===== src/hdl/porsq_params.svh =====
// Timing counts and strap field positions for the power-on reset sequencer.
// Assumes the system clock stands in for both the input clock and the bus reference clock.
`ifndef PORSQ_PARAMS_SVH
`define PORSQ_PARAMS_SVH

// Input clock cycles that the external power-on reset must be held at least.
`define PORSQ_MIN_POR_CYC 16
// Input clock cycles of internal power-on reset stretch.
`define PORSQ_STRETCH_CYC 1024
// Input clock cycles per reference cycle, before the divide factor, for PLL lock.
`define PORSQ_LOCK_CYC 6400
// Reference clock cycles from lock to hard reset release.
`define PORSQ_HARD_CYC 512
// Reference clock cycles from lock to soft reset release.
`define PORSQ_SOFT_CYC 515
// Counter width, wide enough for 6400 times a divide factor of up to 15.
`define PORSQ_CNT_W 17
// Strap vector width and field positions.
`define PORSQ_STRAP_W 14
`define PORSQ_STRAP_CFG 0
`define PORSQ_STRAP_SRC 1
`define PORSQ_STRAP_SYNC 2
`define PORSQ_STRAP_WIDE 3
`define PORSQ_STRAP_DEV_LSB 4
`define PORSQ_STRAP_BOOT_LSB 8
`define PORSQ_STRAP_WDOG 11
`define PORSQ_STRAP_CLK_LSB 12
// Built-in default configuration word.
`define PORSQ_DEFAULT_CFG 32'h0000_0000

`endif


===== src/hdl/porsq_pkg.sv =====
// Types for the power-on reset sequencer.
// Assumes nothing of its surroundings.
package porsq_pkg;
    // One-hot sequence states.
    typedef enum logic [5:0] {
        ST_POR   = 6'h01,
        ST_STRCH = 6'h02,
        ST_LOCK  = 6'h04,
        ST_HARD  = 6'h08,
        ST_SOFT  = 6'h10,
        ST_RUN   = 6'h20
    } porsq_state_t;

    // Source of the reset configuration word.
    typedef enum logic [1:0] {
        SRC_SLAVE_PORT = 2'h0,
        SRC_BUS_MASTER = 2'h1,
        SRC_BUS_SLAVE  = 2'h2
    } porsq_src_t;
endpackage


===== src/hdl/porsq_power_on_reset_sequencer.sv =====
// Power-on reset sequencer: stretches power-on reset, waits for PLL lock,
// releases hard then soft reset, captures straps and picks the configuration word.
// Assumes all inputs synchronous to i_sys_clk, which stands for both the input and reference clocks.
// Behaviour
// - Internal power-on reset stays asserted 1025 input clocks after the external one deasserts.
// - PLL lock is reached 6400 times the divide factor input clocks after internal reset release.
// - Hard reset is released 512 reference clocks after PLL lock.
// - Soft reset is released 515 reference clocks after PLL lock, three after hard reset.
// - Fourteen strap levels are captured when power-on reset deasserts.
// - The configuration word comes from the slave port or the system bus as master or slave.
// - As configuration slave with no word written, a built-in default word is applied.
// - Soft reset is asserted whenever hard reset is asserted.
// - An external soft reset is recognised only while the device asserts no reset.
// - Hard reset is open drain, only ever pulled low.
`timescale 1ns/1ps
`default_nettype none
`include "porsq_params.svh"

module porsq_power_on_reset_sequencer
    import porsq_pkg::*;
(
    input wire logic i_sys_clk,
    input wire logic i_rst,
    input wire logic i_power_on_reset_in_n,
    input wire logic [3:0] i_pll_ref_divide_factor,
    input wire logic i_reset_config_select,
    input wire logic i_config_source_select,
    input wire logic i_slave_port_sync_select,
    input wire logic i_slave_port_wide_select,
    input wire logic [3:0] i_device_select_code,
    input wire logic [2:0] i_boot_mode_select,
    input wire logic i_watchdog_enable_strap,
    input wire logic [1:0] i_clock_mode_strap,
    input wire logic i_hard_reset_line_in_n,
    input wire logic i_soft_reset_line_in_n,
    input wire logic i_cfg_slave_wr,
    input wire logic i_cfg_bus_wr,
    input wire logic [31:0] i_cfg_word,
    output logic o_internal_por,
    output logic o_pll_locked,
    output logic o_hard_reset_line_out_n,
    output logic o_hard_reset_line_oe,
    output logic o_soft_reset_line_out_n,
    output logic o_soft_reset_line_oe,
    output logic o_ext_soft_reset,
    output logic [`PORSQ_STRAP_W-1:0] o_straps,
    output logic [1:0] o_config_source,
    output logic o_config_valid,
    output logic [31:0] o_config_word
);

    porsq_state_t state;
    porsq_state_t next_state;
    logic [`PORSQ_CNT_W-1:0] cnt;
    logic [`PORSQ_CNT_W-1:0] next_cnt;
    logic [`PORSQ_CNT_W-1:0] lock_cyc;
    logic [`PORSQ_STRAP_W-1:0] strap_now;
    logic [`PORSQ_STRAP_W-1:0] next_straps;
    logic por_prev;
    logic hard_asserted;
    logic next_hard;
    logic soft_asserted;
    logic next_soft;
    logic next_int_por;
    logic next_locked;
    logic next_ext_soft;
    logic [1:0] next_src;
    logic next_cfg_valid;
    logic [31:0] next_cfg_word;
    logic [3:0] pll_ref_divide_factor;

    // A divide factor of zero is taken as one.
    assign pll_ref_divide_factor = (i_pll_ref_divide_factor == 4'h0) ? 4'h1 : i_pll_ref_divide_factor;
    assign lock_cyc = `PORSQ_CNT_W'(`PORSQ_LOCK_CYC * pll_ref_divide_factor);

    // Strap vector in field order.
    assign strap_now = {i_clock_mode_strap, i_watchdog_enable_strap, i_boot_mode_select,
                        i_device_select_code, i_slave_port_wide_select, i_slave_port_sync_select,
                        i_config_source_select, i_reset_config_select};

    // Sequence state and counter next values.
    always_comb begin
        next_state = state;
        next_cnt = cnt + `PORSQ_CNT_W'(1);
        if (!i_power_on_reset_in_n) begin
            next_state = ST_POR;
            next_cnt = '0;
        end else begin
            case (state)
                ST_POR: begin
                    next_state = ST_STRCH;
                    next_cnt = '0;
                end
                ST_STRCH: begin
                    if (cnt == `PORSQ_CNT_W'(`PORSQ_STRETCH_CYC - 1)) begin
                        next_state = ST_LOCK;
                        next_cnt = '0;
                    end
                end
                ST_LOCK: begin
                    if (cnt == lock_cyc - `PORSQ_CNT_W'(1)) begin
                        next_state = ST_HARD;
                        next_cnt = '0;
                    end
                end
                ST_HARD: begin
                    if (cnt == `PORSQ_CNT_W'(`PORSQ_HARD_CYC - 1)) begin
                        next_state = ST_SOFT;
                    end
                end
                ST_SOFT: begin
                    if (cnt == `PORSQ_CNT_W'(`PORSQ_SOFT_CYC - 1)) begin
                        next_state = ST_RUN;
                        next_cnt = '0;
                    end
                end
                ST_RUN: begin
                    next_cnt = '0;
                end
                default: begin
                    next_state = ST_POR;
                    next_cnt = '0;
                end
            endcase
        end
    end

    always_ff @(posedge i_sys_clk or posedge i_rst) begin
        if (i_rst) begin
            state <= ST_POR;
            cnt <= '0;
        end else begin
            state <= next_state;
            cnt <= next_cnt;
        end
    end

    // Reset line drive, derived from the next state so outputs stay registered.
    always_comb begin
        next_int_por = (next_state == ST_POR) || (next_state == ST_STRCH);
        next_locked = (next_state == ST_HARD) || (next_state == ST_SOFT) || (next_state == ST_RUN);
        next_hard = (next_state != ST_SOFT) && (next_state != ST_RUN);
        next_soft = next_hard || (next_state == ST_SOFT);
        next_ext_soft = !next_soft && !i_soft_reset_line_in_n && i_hard_reset_line_in_n;
    end

    always_ff @(posedge i_sys_clk or posedge i_rst) begin
        if (i_rst) begin
            o_internal_por <= 1'b1;
            o_pll_locked <= 1'b0;
            hard_asserted <= 1'b1;
            soft_asserted <= 1'b1;
            o_ext_soft_reset <= 1'b0;
        end else begin
            o_internal_por <= next_int_por;
            o_pll_locked <= next_locked;
            hard_asserted <= next_hard;
            soft_asserted <= next_soft;
            o_ext_soft_reset <= next_ext_soft;
        end
    end

    // Open-drain pins: value is always low, only the enable moves.
    assign o_hard_reset_line_out_n = 1'b0;
    assign o_hard_reset_line_oe = hard_asserted;
    assign o_soft_reset_line_out_n = 1'b0;
    assign o_soft_reset_line_oe = soft_asserted;

    // Strap capture on the rising edge of the power-on reset input.
    always_comb begin
        next_straps = o_straps;
        if (i_power_on_reset_in_n && !por_prev) begin
            next_straps = strap_now;
        end
    end

    always_ff @(posedge i_sys_clk or posedge i_rst) begin
        if (i_rst) begin
            por_prev <= 1'b0;
            o_straps <= '0;
        end else begin
            por_prev <= i_power_on_reset_in_n;
            o_straps <= next_straps;
        end
    end

    // Configuration source and word selection.
    always_comb begin
        next_src = o_config_source;
        next_cfg_valid = o_config_valid;
        next_cfg_word = o_config_word;
        if (!i_power_on_reset_in_n) begin
            next_cfg_valid = 1'b0;
            next_cfg_word = `PORSQ_DEFAULT_CFG;
        end else if (i_power_on_reset_in_n && !por_prev) begin
            if (!strap_now[`PORSQ_STRAP_CFG]) begin
                next_src = SRC_SLAVE_PORT;
            end else if (strap_now[`PORSQ_STRAP_SRC]) begin
                next_src = SRC_BUS_MASTER;
            end else begin
                next_src = SRC_BUS_SLAVE;
            end
        end else if (!o_config_valid) begin
            if (o_config_source == SRC_SLAVE_PORT && i_cfg_slave_wr) begin
                next_cfg_word = i_cfg_word;
                next_cfg_valid = 1'b1;
            end else if (o_config_source != SRC_SLAVE_PORT && i_cfg_bus_wr && hard_asserted) begin
                next_cfg_word = i_cfg_word;
                next_cfg_valid = 1'b1;
            end else if (state == ST_HARD && cnt == `PORSQ_CNT_W'(`PORSQ_HARD_CYC - 1)) begin
                if (o_config_source == SRC_BUS_SLAVE) begin
                    next_cfg_word = `PORSQ_DEFAULT_CFG;
                end
                next_cfg_valid = 1'b1;
            end
        end
    end

    always_ff @(posedge i_sys_clk or posedge i_rst) begin
        if (i_rst) begin
            o_config_source <= SRC_SLAVE_PORT;
            o_config_valid <= 1'b0;
            o_config_word <= `PORSQ_DEFAULT_CFG;
        end else begin
            o_config_source <= next_src;
            o_config_valid <= next_cfg_valid;
            o_config_word <= next_cfg_word;
        end
    end

endmodule

`default_nettype wire


===== config.mk =====
export PLATFORM = sky130hd
export DESIGN_NAME = porsq_power_on_reset_sequencer
export DESIGN_NICKNAME = d
export VERILOG_FILES = /design/src/hdl/porsq_pkg.sv /design/src/hdl/porsq_power_on_reset_sequencer.sv
export VERILOG_INCLUDE_DIRS = /design/src /design/src/hdl
export SDC_FILE = /design/constraint.sdc
export NUM_CORES = 1
export LEC_CHECK = 0
export BUFFER_PORTS_ARGS = -buffer_cell sky130_fd_sc_hd__buf_2
export CORE_MARGIN = 2
export CORE_UTILIZATION = 40
export CTS_CLUSTER_DIAMETER = 80
export DETAILED_ROUTE_END_ITERATION = 6
export PLACE_DENSITY = 0.61
export SKIP_LAST_GASP = 1
export SLEW_MARGIN = 20
export SYNTH_ARGS = -nofsm -noshare
export SYNTH_HDL_FRONTEND = slang
export SYNTH_SLANG_ARGS = --single-unit

===== constraint.sdc =====
create_clock -name i_sys_clk -period 5.35 [get_ports i_sys_clk]
set_clock_uncertainty 0.2 [all_clocks]
set_input_delay 0.535 -clock i_sys_clk [delete_from_list [all_inputs] [get_ports i_sys_clk]]
set_output_delay 0.535 -clock i_sys_clk [all_outputs]
set_load 0.03 [all_outputs]

---- After elaboration in Yosys (flattened, before gate mapping) ----
Cells that the tools add are included.
Widths: inputs -> output; s select.
word-level totals
  logic and storage cells ................. 84
  register bits ........................... 78
  bits of input ports ..................... 57
cells by class
  eq/ne operators ......................... 22
  $add $sub $neg .......................... 2
  muxes and demuxes ....................... 27
  $mul .................................... 1
  reduce and logical (&&, ||, !) cells .... 20
operator list
  kind                   count
  $mux 32                7
  $mux 17                4
  $pmux 17 s4            1
  $pmux 6 s6             1
  $eq 17x10->1 const B   2
  $mux 6                 5
  $add 17x1->17 const B  1
  $eq 17x17->1           1
  $eq 17x9->1 const B    1
  $sub 17x1->17 const B  1
  $eq 6x1->1 const B     2
  $eq 6x2->1 const B     2
  $eq 6x4->1 const B     2
  $eq 6x5->1 const B     2
  $eq 6x6->1 const B     2
  $mul 5x4->9 const A    1
  $logic_and 1x1->1      8
  $ne 4x1->1 const B     2
  $eq 6x3->1 const B     1
  $mux 1                 6
  $ne 6x5->1 const B     1
  $ne 6x6->1 const B     1
  $logic_not 4->1        1
  $logic_or 1x1->1       4
  other kinds (9)        13

---- Longest topological paths before layout ----
Gate-level depths: netlist of run 1.
  word-level depth ........................ 14
  gate-level depth with buffers ........... 15
  gate-level depth less buffers ........... 14

---- Worst setup path before layout of run 1 ----
No wires, ideal clock.
  path kind ............................... input to register
  start point ............................. input port i_pll_ref_divide_factor[2]
  end point ............................... register cnt[3]
  slack ................................... 1.471 ns
  library setup time ...................... 0.139 ns
  arrival ................................. 3.540 ns
  data required time ...................... 5.011 ns
  stages on the path ...................... 12
  path through ............................ inv_1 -> ha_1 -> nor2b_1 -> nor2_1 -> ha_1 -> ha_1 -> fa_1 -> xor2_1 -> or4b_2 -> a2111oi_4 -> buf_6 -> nor3_1
between the ends
  word-level cells in the longest chain between the ends .. 8
ends and longest elaborated chain
  element                    line                                   text
  start: declaration         porsq_power_on_reset_sequencer.sv:25   input wire logic [3:0] i_pll_ref_divide_factor,
  $logic_not 4->1            porsq_power_on_reset_sequencer.sv:73   assign pll_ref_divide_factor = (i_pll_ref_divide_factor == 4'h0) ? 4'h1 : i_pll_ref_divide_factor;
  $mux 4 (*)                 porsq_power_on_reset_sequencer.sv:73
  $mul 5x4->9 (no line) (*)  -
  $sub 17x1->17 (*)          porsq_power_on_reset_sequencer.sv:101  if (cnt == lock_cyc - `PORSQ_CNT_W'(1)) begin
  $eq 17x17->1 (*)           porsq_power_on_reset_sequencer.sv:101
  $mux 17 (*)                porsq_power_on_reset_sequencer.sv:101
  $pmux 17 s4 (*)            porsq_power_on_reset_sequencer.sv:89   case (state)
  $mux 17 (*)                porsq_power_on_reset_sequencer.sv:85   if (!i_power_on_reset_in_n) begin
  net next_cnt[3]            porsq_power_on_reset_sequencer.sv:55   logic [`PORSQ_CNT_W-1:0] next_cnt;
  end signal: assignment     porsq_power_on_reset_sequencer.sv:134  cnt <= next_cnt;
  end: declaration           porsq_power_on_reset_sequencer.sv:54   logic [`PORSQ_CNT_W-1:0] cnt;
Mark *: on every way through the listed nets, which the timed path passes. The rest lies on a longest branch.
A chain may end at the register's enable or synchronous reset.

---- Worst setup path after layout of run 1 ----
  start point ............................. input port i_pll_ref_divide_factor[2]
  end point ............................... register cnt[12]
Same word-level chain as after synthesis.

==> key figures, run 1 <==
Synth
  • Fraction of registers with async set/reset: 100%
  • Largest family of logic cells by synthesized area: simple AND/OR/NAND/NOR gates
  • Multiplexer share of the synthesized area: 4.08%
  • Largest cells by area after synthesis: dfrtp_1, o21ai_0, ha_1
  • Adder-cell share of the synthesized area: 4.45%
  • Avg Inst Size Synth: between 10 and 15 µm²
  • Top FF cell, synth: dfrtp_1
  • Compound-Gate Fraction of Synth Area: 12.7%
  • Post-synthesis sequential area ratio: 47.7%
  • Xor/xnor cell area share of the yosys netlist: 6.40%
  • Synth Instances: slightly above 400
  • Synth top cells by count: dfrtp_1, nand2_1, o21ai_0
  • Post-synth EDFFs: 0
  • Area leader, netlist: dfrtp_1
  • Share of the synthesized area in the top cell type: ~45%
  • Synth Warn #: 0
  • Share of synthesized cell area in and, or, nand and nor gates: 20.1%
  • Synth unique cells: 56
  • #FFs+latches synth: 78
  • Cell Area, Synth: around 0.0041 mm²
  • Top-count cell post-synth: dfrtp_1

Drt
  • Iter 0 DRT Violations: 187
  • Final ANT Viol Nets: 0
  • DRC viols: 0
  • Iteration count of the initial detailed-routing pass: 5
  • Post-DR vias/cell: roughly 5.2
  • Total Wirelength: 9530 µm
  • WL/cell: 14.7 µm
  • Vias: 3,384

Critical path
  • FF-to-FF path depth: 6
  • Worst EP required: 5.34 ns
  • Buffers plus inverters on the worst setup path: 2
  • Crit-path max FO: 12
  • Reg-to-Reg End: o_config_word[31]$_DFFE_PP0P_
  • Crit path kind: input port to register
  • CP Capture Type: register
  • CP Cell Sequence: buf_2 > inv_1 > ha_1 > nor2b_1 > nor2_1 > ha_1 > ha_1 > fa_1 > xor2_1 > or4b_2 > a2111oi_4 > nor3_1
  • CP max stage delay: 0.78 ns
  • Flop2flop setup slack: 2.19 ns
  • Critical Path Most Common Cell: ha_1
  • Critical path's top delay family: adder cells
  • Critical Path Start Type: input port
  • Crit path DAT: 4.17 ns
  • Worst path slowest cell: a2111oi_4
  • Reg-to-Reg Start: state[4]$_DFF_PP0_

Floorplan
  • Initial core utilization: around two fifths
  • Row count: 36
  • Core outline area: 0.00986 mm²
  • Die W: 105 µm
  • Die Span Y: 105 µm
  • # IOs: around 110
  • Die footprint: approximately 0.011 mm²

Clock network
  • Total CTS buffers: 9
  • Clock slew seen by the registers of the worst setup and hold paths: 0.08 ns
  • Longest Clk Path Bufs: 2
  • CTS Root Buffer Type: clkbuf_8
  • CTS sink cnt: 78
  • H-tree level count: 3
  • CTS tree: yes
  • Post-CTS Hold Buffers: 0
  • PostCTS Resize Cnt: 0
  • Clock Latency Late Sink: 0.35 ns
  • Setup bufs post-CTS: 0

STA
  • Fin. max-slew vios: 0
  • Hold Vio Cnt, Final: 0
  • Worst slew pin tran: around 0.84 ns
  • Total Neg Setup Slack: 0 ns
  • Tmin final: 4.18 ns
  • RSZ-0062 raised after global routing: no
  • Worst setup margin: 1.17 ns
  • Final period utilization: 78.1%
  • Slew HR: 44.1%
  • F_max: 239 MHz
  • Endpoints failing setup: 0

Layout
  • FF/Latch Area: 0.00196 mm²
  • Syn-to-layout area delta: 21.1%
  • FILL cells: 924
  • Share of cells above drive strength 1: between 30% and 40%
  • Layout Nets: 582
  • # diodes: 0
  • Final Cell Area: 0.00497 mm²
  • Area occupied by multi-input gates: a little under 0.002 mm²
  • Final Util: 50.4%

Place
  • Post-placement cell area: 0.00474 mm²
  • Gpl congestion: between 0.8 and 0.9
  • Dpl ws: 0.757 ns
  • Placed wire-length estimate: about 7000 µm
  • Port Buffers: 110

GRT
  • Initial antenna violation count: 0
  • GRT Overall Usage: 17.9%
  • Number of global-route vias before repair: 3,299
  • GR Overflow Total: 0
  • Largest net degree at the start of global routing: a little under 80
  • Global-route wire length before repair: 16,000 µm

Flow run
  • Max_cap viols: 0

Worst hold path
  • Hold path start: i_soft_reset_line_in_n
  • Worst hold path depth: 2
  • Worst min-delay path category: input port to register
  • Hold EP: o_ext_soft_reset$_DFF_PP0_

Pwr
  • PwrDens: 291 mW/mm²
  • Leakage: 2.35 nW
  • VDD IR max: approximately 130 µV
  • Power, Total: 1.45 mW

Run status
  • Status: complete, no violations
logic make-up after synthesis:
| logic type | after synthesis |
|---|---|
| buffers and inverters | 42 |
| adders and majority gates | 14 |
| and+or+nand+nor | 152 |
| DFF | 78 |
| xor gates and xnor gates | 30 |
| other | 1 |
| muxes | 15 |
| AOI/OAI and AO/OA | 77 |
metrics by stage:
step           hold slack (ns)  cells
6_report                 0.127    649
5_1_grt                  0.109    649
4_1_cts                  0.102    649
3_3_place_gp             0.287    633
2_1_floorplan            0.291    410
3_5_place_dp             0.290    633
final cells by class:
cell class | instances | share of cell area [%]
clock buffer | 11 | 2.84
clock inverter | 5 | 1.66
inverter | 17 | 1.31
multi-input combinational | 290 | 39.6
sequential | 78 | 39.4
tap | 133 | 3.35
timing repair buffer | 115 | 11.9
worst register-to-register path, stage by stage, from the launching register on:
cell	delay, ns
dfrtp_1	0.50
or4b_1	0.55
or3_1	0.40
nand3b_1	0.31
nor3_2	0.26
o21a_1	0.57
o21ai_0	0.22
where the power goes:
group	leakage, nW	internal, mW	switching, mW
clock network	0.113	0.277	0.214
logic	1.21	0.103	0.200
registers	1.03	0.630	0.0232
worst max-delay path by stage:
| stage | start | to | slack [ns] | cells past startpoint |
|---|---|---|---|---|
| detailed placement | i_pll_ref_divide_factor[2] | cnt[7]$_DFF_PP0_ | 0.76 | 12 |
| global route | i_pll_ref_divide_factor[2] | cnt[12]$_DFF_PP0_ | 0.90 | 12 |
| floorplan | i_pll_ref_divide_factor[2] | cnt[3]$_DFF_PP0_ | 1.47 | 12 |
| CTS | i_pll_ref_divide_factor[2] | cnt[7]$_DFF_PP0_ | 1.15 | 12 |
| finish | i_pll_ref_divide_factor[2] | cnt[12]$_DFF_PP0_ | 1.17 | 12 |
| global placement | i_pll_ref_divide_factor[2] | cnt[16]$_DFF_PP0_ | 0.96 | 12 |
cells in the final DEF, fill, tap and decap left out, drive strengths merged, types with 3 or more instances in the layout:
cell type,n
clkbuf,11
xnor2,15
dfrtp,74
nand2b,5
xor2,15
clkinv,4
or3,3
ha,13
a21oi,12
nand2,39
nor3,16
inv,16
nor3b,3
dfstp,4
buf,115
a32o,10
nor2,18
mux2,14
nor2b,3
nand4,26
and3,8
nand3,10
nor4,4
nor4b,3
a211oi,3
nand3b,3
o21ai,38
per-layer routing:
metal	global-route usage (%)	wire length, µm	up-vias
li1	-	-	1672
met1	24.2	4350	1603
met2	28.2	4580	95
met3	3.65	411	14
met4	6.86	186	0
met5	0	0	-
sequential cells by signal, indices dropped and copies added (netlist names):
name                  flops
o_config_valid            1
o_ext_soft_reset          1
o_soft_reset_line_oe      1
por_prev                  1
o_hard_reset_line_oe      1
state                     6
o_straps                 14
o_config_source           2
o_config_word            32
cnt                      17
o_pll_locked              1
o_internal_por            1
Power figures use the tool's default switching activity.
==> run 2: changes to the inputs <==
--- a/config.mk
+++ b/config.mk
@@ -6,12 +6,13 @@
 export SDC_FILE = /design/constraint.sdc
 export NUM_CORES = 1
 export LEC_CHECK = 0
+export ABC_AREA = 1
 export BUFFER_PORTS_ARGS = -buffer_cell sky130_fd_sc_hd__buf_2
 export CORE_MARGIN = 2
 export CORE_UTILIZATION = 40
 export CTS_CLUSTER_DIAMETER = 80
 export DETAILED_ROUTE_END_ITERATION = 6
-export PLACE_DENSITY = 0.61
+export PLACE_DENSITY = 0.6
 export SKIP_LAST_GASP = 1
 export SLEW_MARGIN = 20
 export SYNTH_ARGS = -nofsm -noshare
==> constraint.sdc (replaced) <==
create_clock -name i_sys_clk -period 4.21 [get_ports i_sys_clk]
set_clock_uncertainty 0.2 [all_clocks]
set_input_delay 0.421 -clock i_sys_clk [delete_from_list [all_inputs] [get_ports i_sys_clk]]
set_output_delay 0.421 -clock i_sys_clk [all_outputs]
set_load 0.03 [all_outputs]
==> run 2 against run 1 <==
Net effect:
- the run now ends with hold timing left
- worst hold slack got worse by 0.15 ns
- worst setup slack lost 0.41 ns
- first-iteration DRC count fell by 18%
- clock-buffer cell count stayed put
- non-clock buffer count up 2
- via count grew 9.3%
- critical path type unchanged
- largest power group unchanged
- highest routed layer unchanged
==> key figures, run 2 <==
GRT
  • Global-route wire length before repair: 16,600 µm (+3.5%)
  • GRT Overall Usage: 18.0% (+0.12 points)
  • Number of global-route vias before repair: 3,591 (+8.9%)
  • Largest net degree at the start of global routing: 59 (-25%)
  • Initial antenna violation count: 0 (unchanged)
  • GR Overflow Total: 0 (unchanged)

Layout
  • Largest registers: o_config_word x32, cnt x17, o_straps x14
  • Syn-to-layout area delta: 19.7%
  • # diodes: 0 (unchanged)
  • Commonest non-fill, non-tap cell in the layout: nand2_1
  • FILL cells: 1,089 (+18%)
  • Top reg by flops: o_config_word
  • Number of flip-flops in the largest register: 32 (unchanged)
  • Most frequent cells in the layout: nand2_1, buf_2, dfrtp_1, nand3_1, inv_1
  • Share of cells above drive strength 1: 34.1% (+3.1 points)
  • Final Cell Area: 0.00525 mm² (+5.5%)
  • Layout Nets: 694 (+19%)

Synth
  • Post-synthesis sequential area ratio: 44.6% (-3.0 points)
  • Synth top cells by count: nand2_1, dfrtp_1, nand3_1
  • Area leader, netlist: dfrtp_1
  • Post-synth EDFFs: 0 (unchanged)
  • Top-count cell post-synth: nand2_1
  • Top FF cell, synth: dfrtp_1
  • Synth Instances: 514 (+26%)
  • Synth unique cells: 39 (-30%)
  • Fraction of registers with async set/reset: 100% (unchanged)
  • Largest cells by area after synthesis: dfrtp_1, nand2_1, o21ai_2
  • Cell Area, Synth: 0.00438 mm² (+6.7%)
  • Share of the synthesized area in the top cell type: 42.2% (-2.8 points)
  • #FFs+latches synth: 78 (unchanged)
  • Synth Warn #: 0 (unchanged)
  • Avg Inst Size Synth: 8.53 µm² (-15%)

Drt
  • WL/cell: 13.0 µm (-12%)
  • Iteration count of the initial detailed-routing pass: 4 (-1)
  • Total Wirelength: 9950 µm (+4.4%)
  • DRC viols: 0 (unchanged)
  • Vias: 3,698 (+9.3%)
  • Post-DR vias/cell: 4.82 (-7.7%)
  • Iter 0 DRT Violations: 153 (-18%)
  • Final ANT Viol Nets: 0 (unchanged)

STA
  • RSZ-0062 raised after global routing: no
  • Endpoints failing setup: 0 (unchanged)
  • F_max: 289 MHz
  • Worst slew pin tran: 1.00 ns (+0.165 ns)
  • Hold Vio Cnt, Final: 25 (+25)
  • Slew HR: 33.0% (-11 points)
  • Fin. max-slew vios: 0 (unchanged)
  • Total Neg Setup Slack: 0 ns (unchanged)
  • Final period utilization: 82.1%
  • Tmin final: 3.45 ns
  • Hold WS: -0.0216 ns (-0.149 ns)

Flow run
  • Max_cap viols: 0 (unchanged)

Critical path
  • CP Capture Type: register
  • Crit path kind: input port to register
  • Reg-to-Reg End: o_config_word[7]$_DFFE_PP0P_
  • Flop2flop setup slack: 1.46 ns (-0.73 ns)
  • Reg-to-Reg Start: cnt[1]$_DFF_PP0_
  • Crit-path max FO: 16 (+4)
  • Crit path DAT: 3.51 ns (-0.66 ns)
  • FF-to-FF path depth: 11 (+5)
  • Critical Path Start Type: input port
  • Worst EP required: 4.27 ns (-1.07 ns)

Clock network
  • CTS Root Buffer Type: clkbuf_8
  • PostCTS Resize Cnt: 0 (unchanged)
  • CTS tree: yes
  • Longest Clk Path Bufs: 2 (unchanged)
  • Clock slew seen by the registers of the worst setup and hold paths: 0.09 ns (about the same)
  • H-tree level count: 3 (unchanged)
  • CTS sink cnt: 78 (unchanged)
  • Clock Latency Late Sink: 0.36 ns (about the same)
  • Total CTS buffers: 9 (unchanged)

Run status
  • Failing checks: hold timing
  • Status: finished with violations

Place
  • Post-placement cell area: 0.00501 mm² (+5.6%)
  • Gpl congestion: 0.889 (+5.1%)
  • Port Buffers: 110 (unchanged)
  • Placed wire-length estimate: 7150 µm (+4.3%)

Pwr
  • PwrDens: 371 mW/mm² (+28%)
  • VDD IR max: 182 µV (+41%)
  • Leakage: 2.76 nW (+18%)

Floorplan
  • Die Span Y: 109 µm (+3.2%)
  • # IOs: 113 (unchanged)
  • Row count: 38 (+5.6%)
  • Core outline area: 0.0107 mm² (+8.9%)
  • Initial core utilization: 40.8% (-0.84 points)
  • Die W: 109 µm (+3.2%)
  • Die footprint: 0.0118 mm² (+6.5%)

Worst hold path
  • Worst min-delay path category: input port to async pin
-- run 2: changes by cell type after synthesis, moves of 8 or more --
cell and change:
inv_1 +30, nand4_1 -16, nor2_1 +16, nand2_2 +31, nand3_1 +46, a32o_1 -10
mux2_2 -14, nand2_1 +78, o21ai_0 -30, a21oi_1 +8, xnor2_1 -12, nor3_1 -11
o21ai_2 +32
-- run 2: worst max-delay path by stage --
stage,startpoint,end,slack (ns),cells past startpoint
floorplan,i_pll_ref_divide_factor[2],state[2]$_DFF_PP0_,0.90,19
detailed placement,i_pll_ref_divide_factor[2],cnt[2]$_DFF_PP0_,0.37,21
global placement,i_pll_ref_divide_factor[2],cnt[2]$_DFF_PP0_,0.51,21
global route,i_pll_ref_divide_factor[2],cnt[2]$_DFF_PP0_,0.45,21
finish,i_pll_ref_divide_factor[2],cnt[2]$_DFF_PP0_,0.76,21
CTS,i_pll_ref_divide_factor[2],cnt[2]$_DFF_PP0_,0.77,21
-- run 2: kinds of logic (layout without fill, tap and decap cells) --
logic type	after synthesis	count (layout)	share of synthesized area (%)
and+or+nand+nor	275	275	30.7
DFF	78	78	44.6
buffers and inverters	72	185	7.79
AOI/OAI and AO/OA	61	61	9.96
adders and majority gates	14	14	4.17
xor gates and xnor gates	13	13	2.60
other	1	2	0.0856
-- run 2: power breakdown --
| group | leakage [nW] | switching, mW | total [mW] | internal [mW] |
|---|---|---|---|---|
| Combinational | 1.62 | 0.324 | 0.467 | 0.142 |
| Sequential | 1.03 | 0.0368 | 0.846 | 0.809 |
| Clock | 0.110 | 0.285 | 0.637 | 0.352 |
| Total | 2.76 | 0.646 | 1.95 | 1.30 |
-- run 2: per-layer routing --
metal | track usage (%) | wire length [µm] | vias up
li1 | - | - | 1878
met1 | 23.9 | 4370 | 1715
met5 | 0 | 0 | -
met4 | 7.69 | 242 | 0
met2 | 27.2 | 4710 | 87
met3 | 5.56 | 619 | 18
-- run 2: critical path, stage by stage --
cell and delay (ns):
buf_2 0.13, inv_1 0.10, ha_1 0.19, nand2_1 0.09, nand2_1 0.13, inv_2 0.06, ha_1 0.32, ha_1 0.24
fa_1 0.48, nor2_1 0.20, nand3_1 0.12, nor2_1 0.16, nand2_1 0.07, nand2_1 0.06, nand2_1 0.05, nor2_1 0.13
nand3_1 0.10, nand2_2 0.27, nand2_1 0.08, nand2_1 0.07, inv_1 0.03
-- run 2: stage by stage --
step                      util (%)  setup slack, ns  total power [mW]  hold slack (ns)  cells
after floorplan                  -            0.899              1.21            0.252    515
after global placement        46.6            0.506              1.32            0.252    751
after detailed placement      46.6            0.375              1.33            0.253    751
after CTS                     48.8            0.767              1.98           0.0376    768
after global routing          48.8            0.454              2.06           0.0208    768
final                         48.8            0.756              1.95          -0.0216    768
-- run 2: layout make-up --
class,count,area [µm²],area share (%)
multi-input combinational,365,2090,39.8
clock buffer,11,141,2.69
timing repair buffer,117,606,11.5
tap,140,175,3.34
inverter,52,198,3.77
sequential,78,1960,37.3
clock inverter,5,81.3,1.55
-- run 2: repair_timing --
item                                    in CTS  in global routing
endpoints found under the setup margin       0                  0
endpoints found under the hold margin        1                  0
hold buffers                                 1                  0
buffers inserted                             0                  0
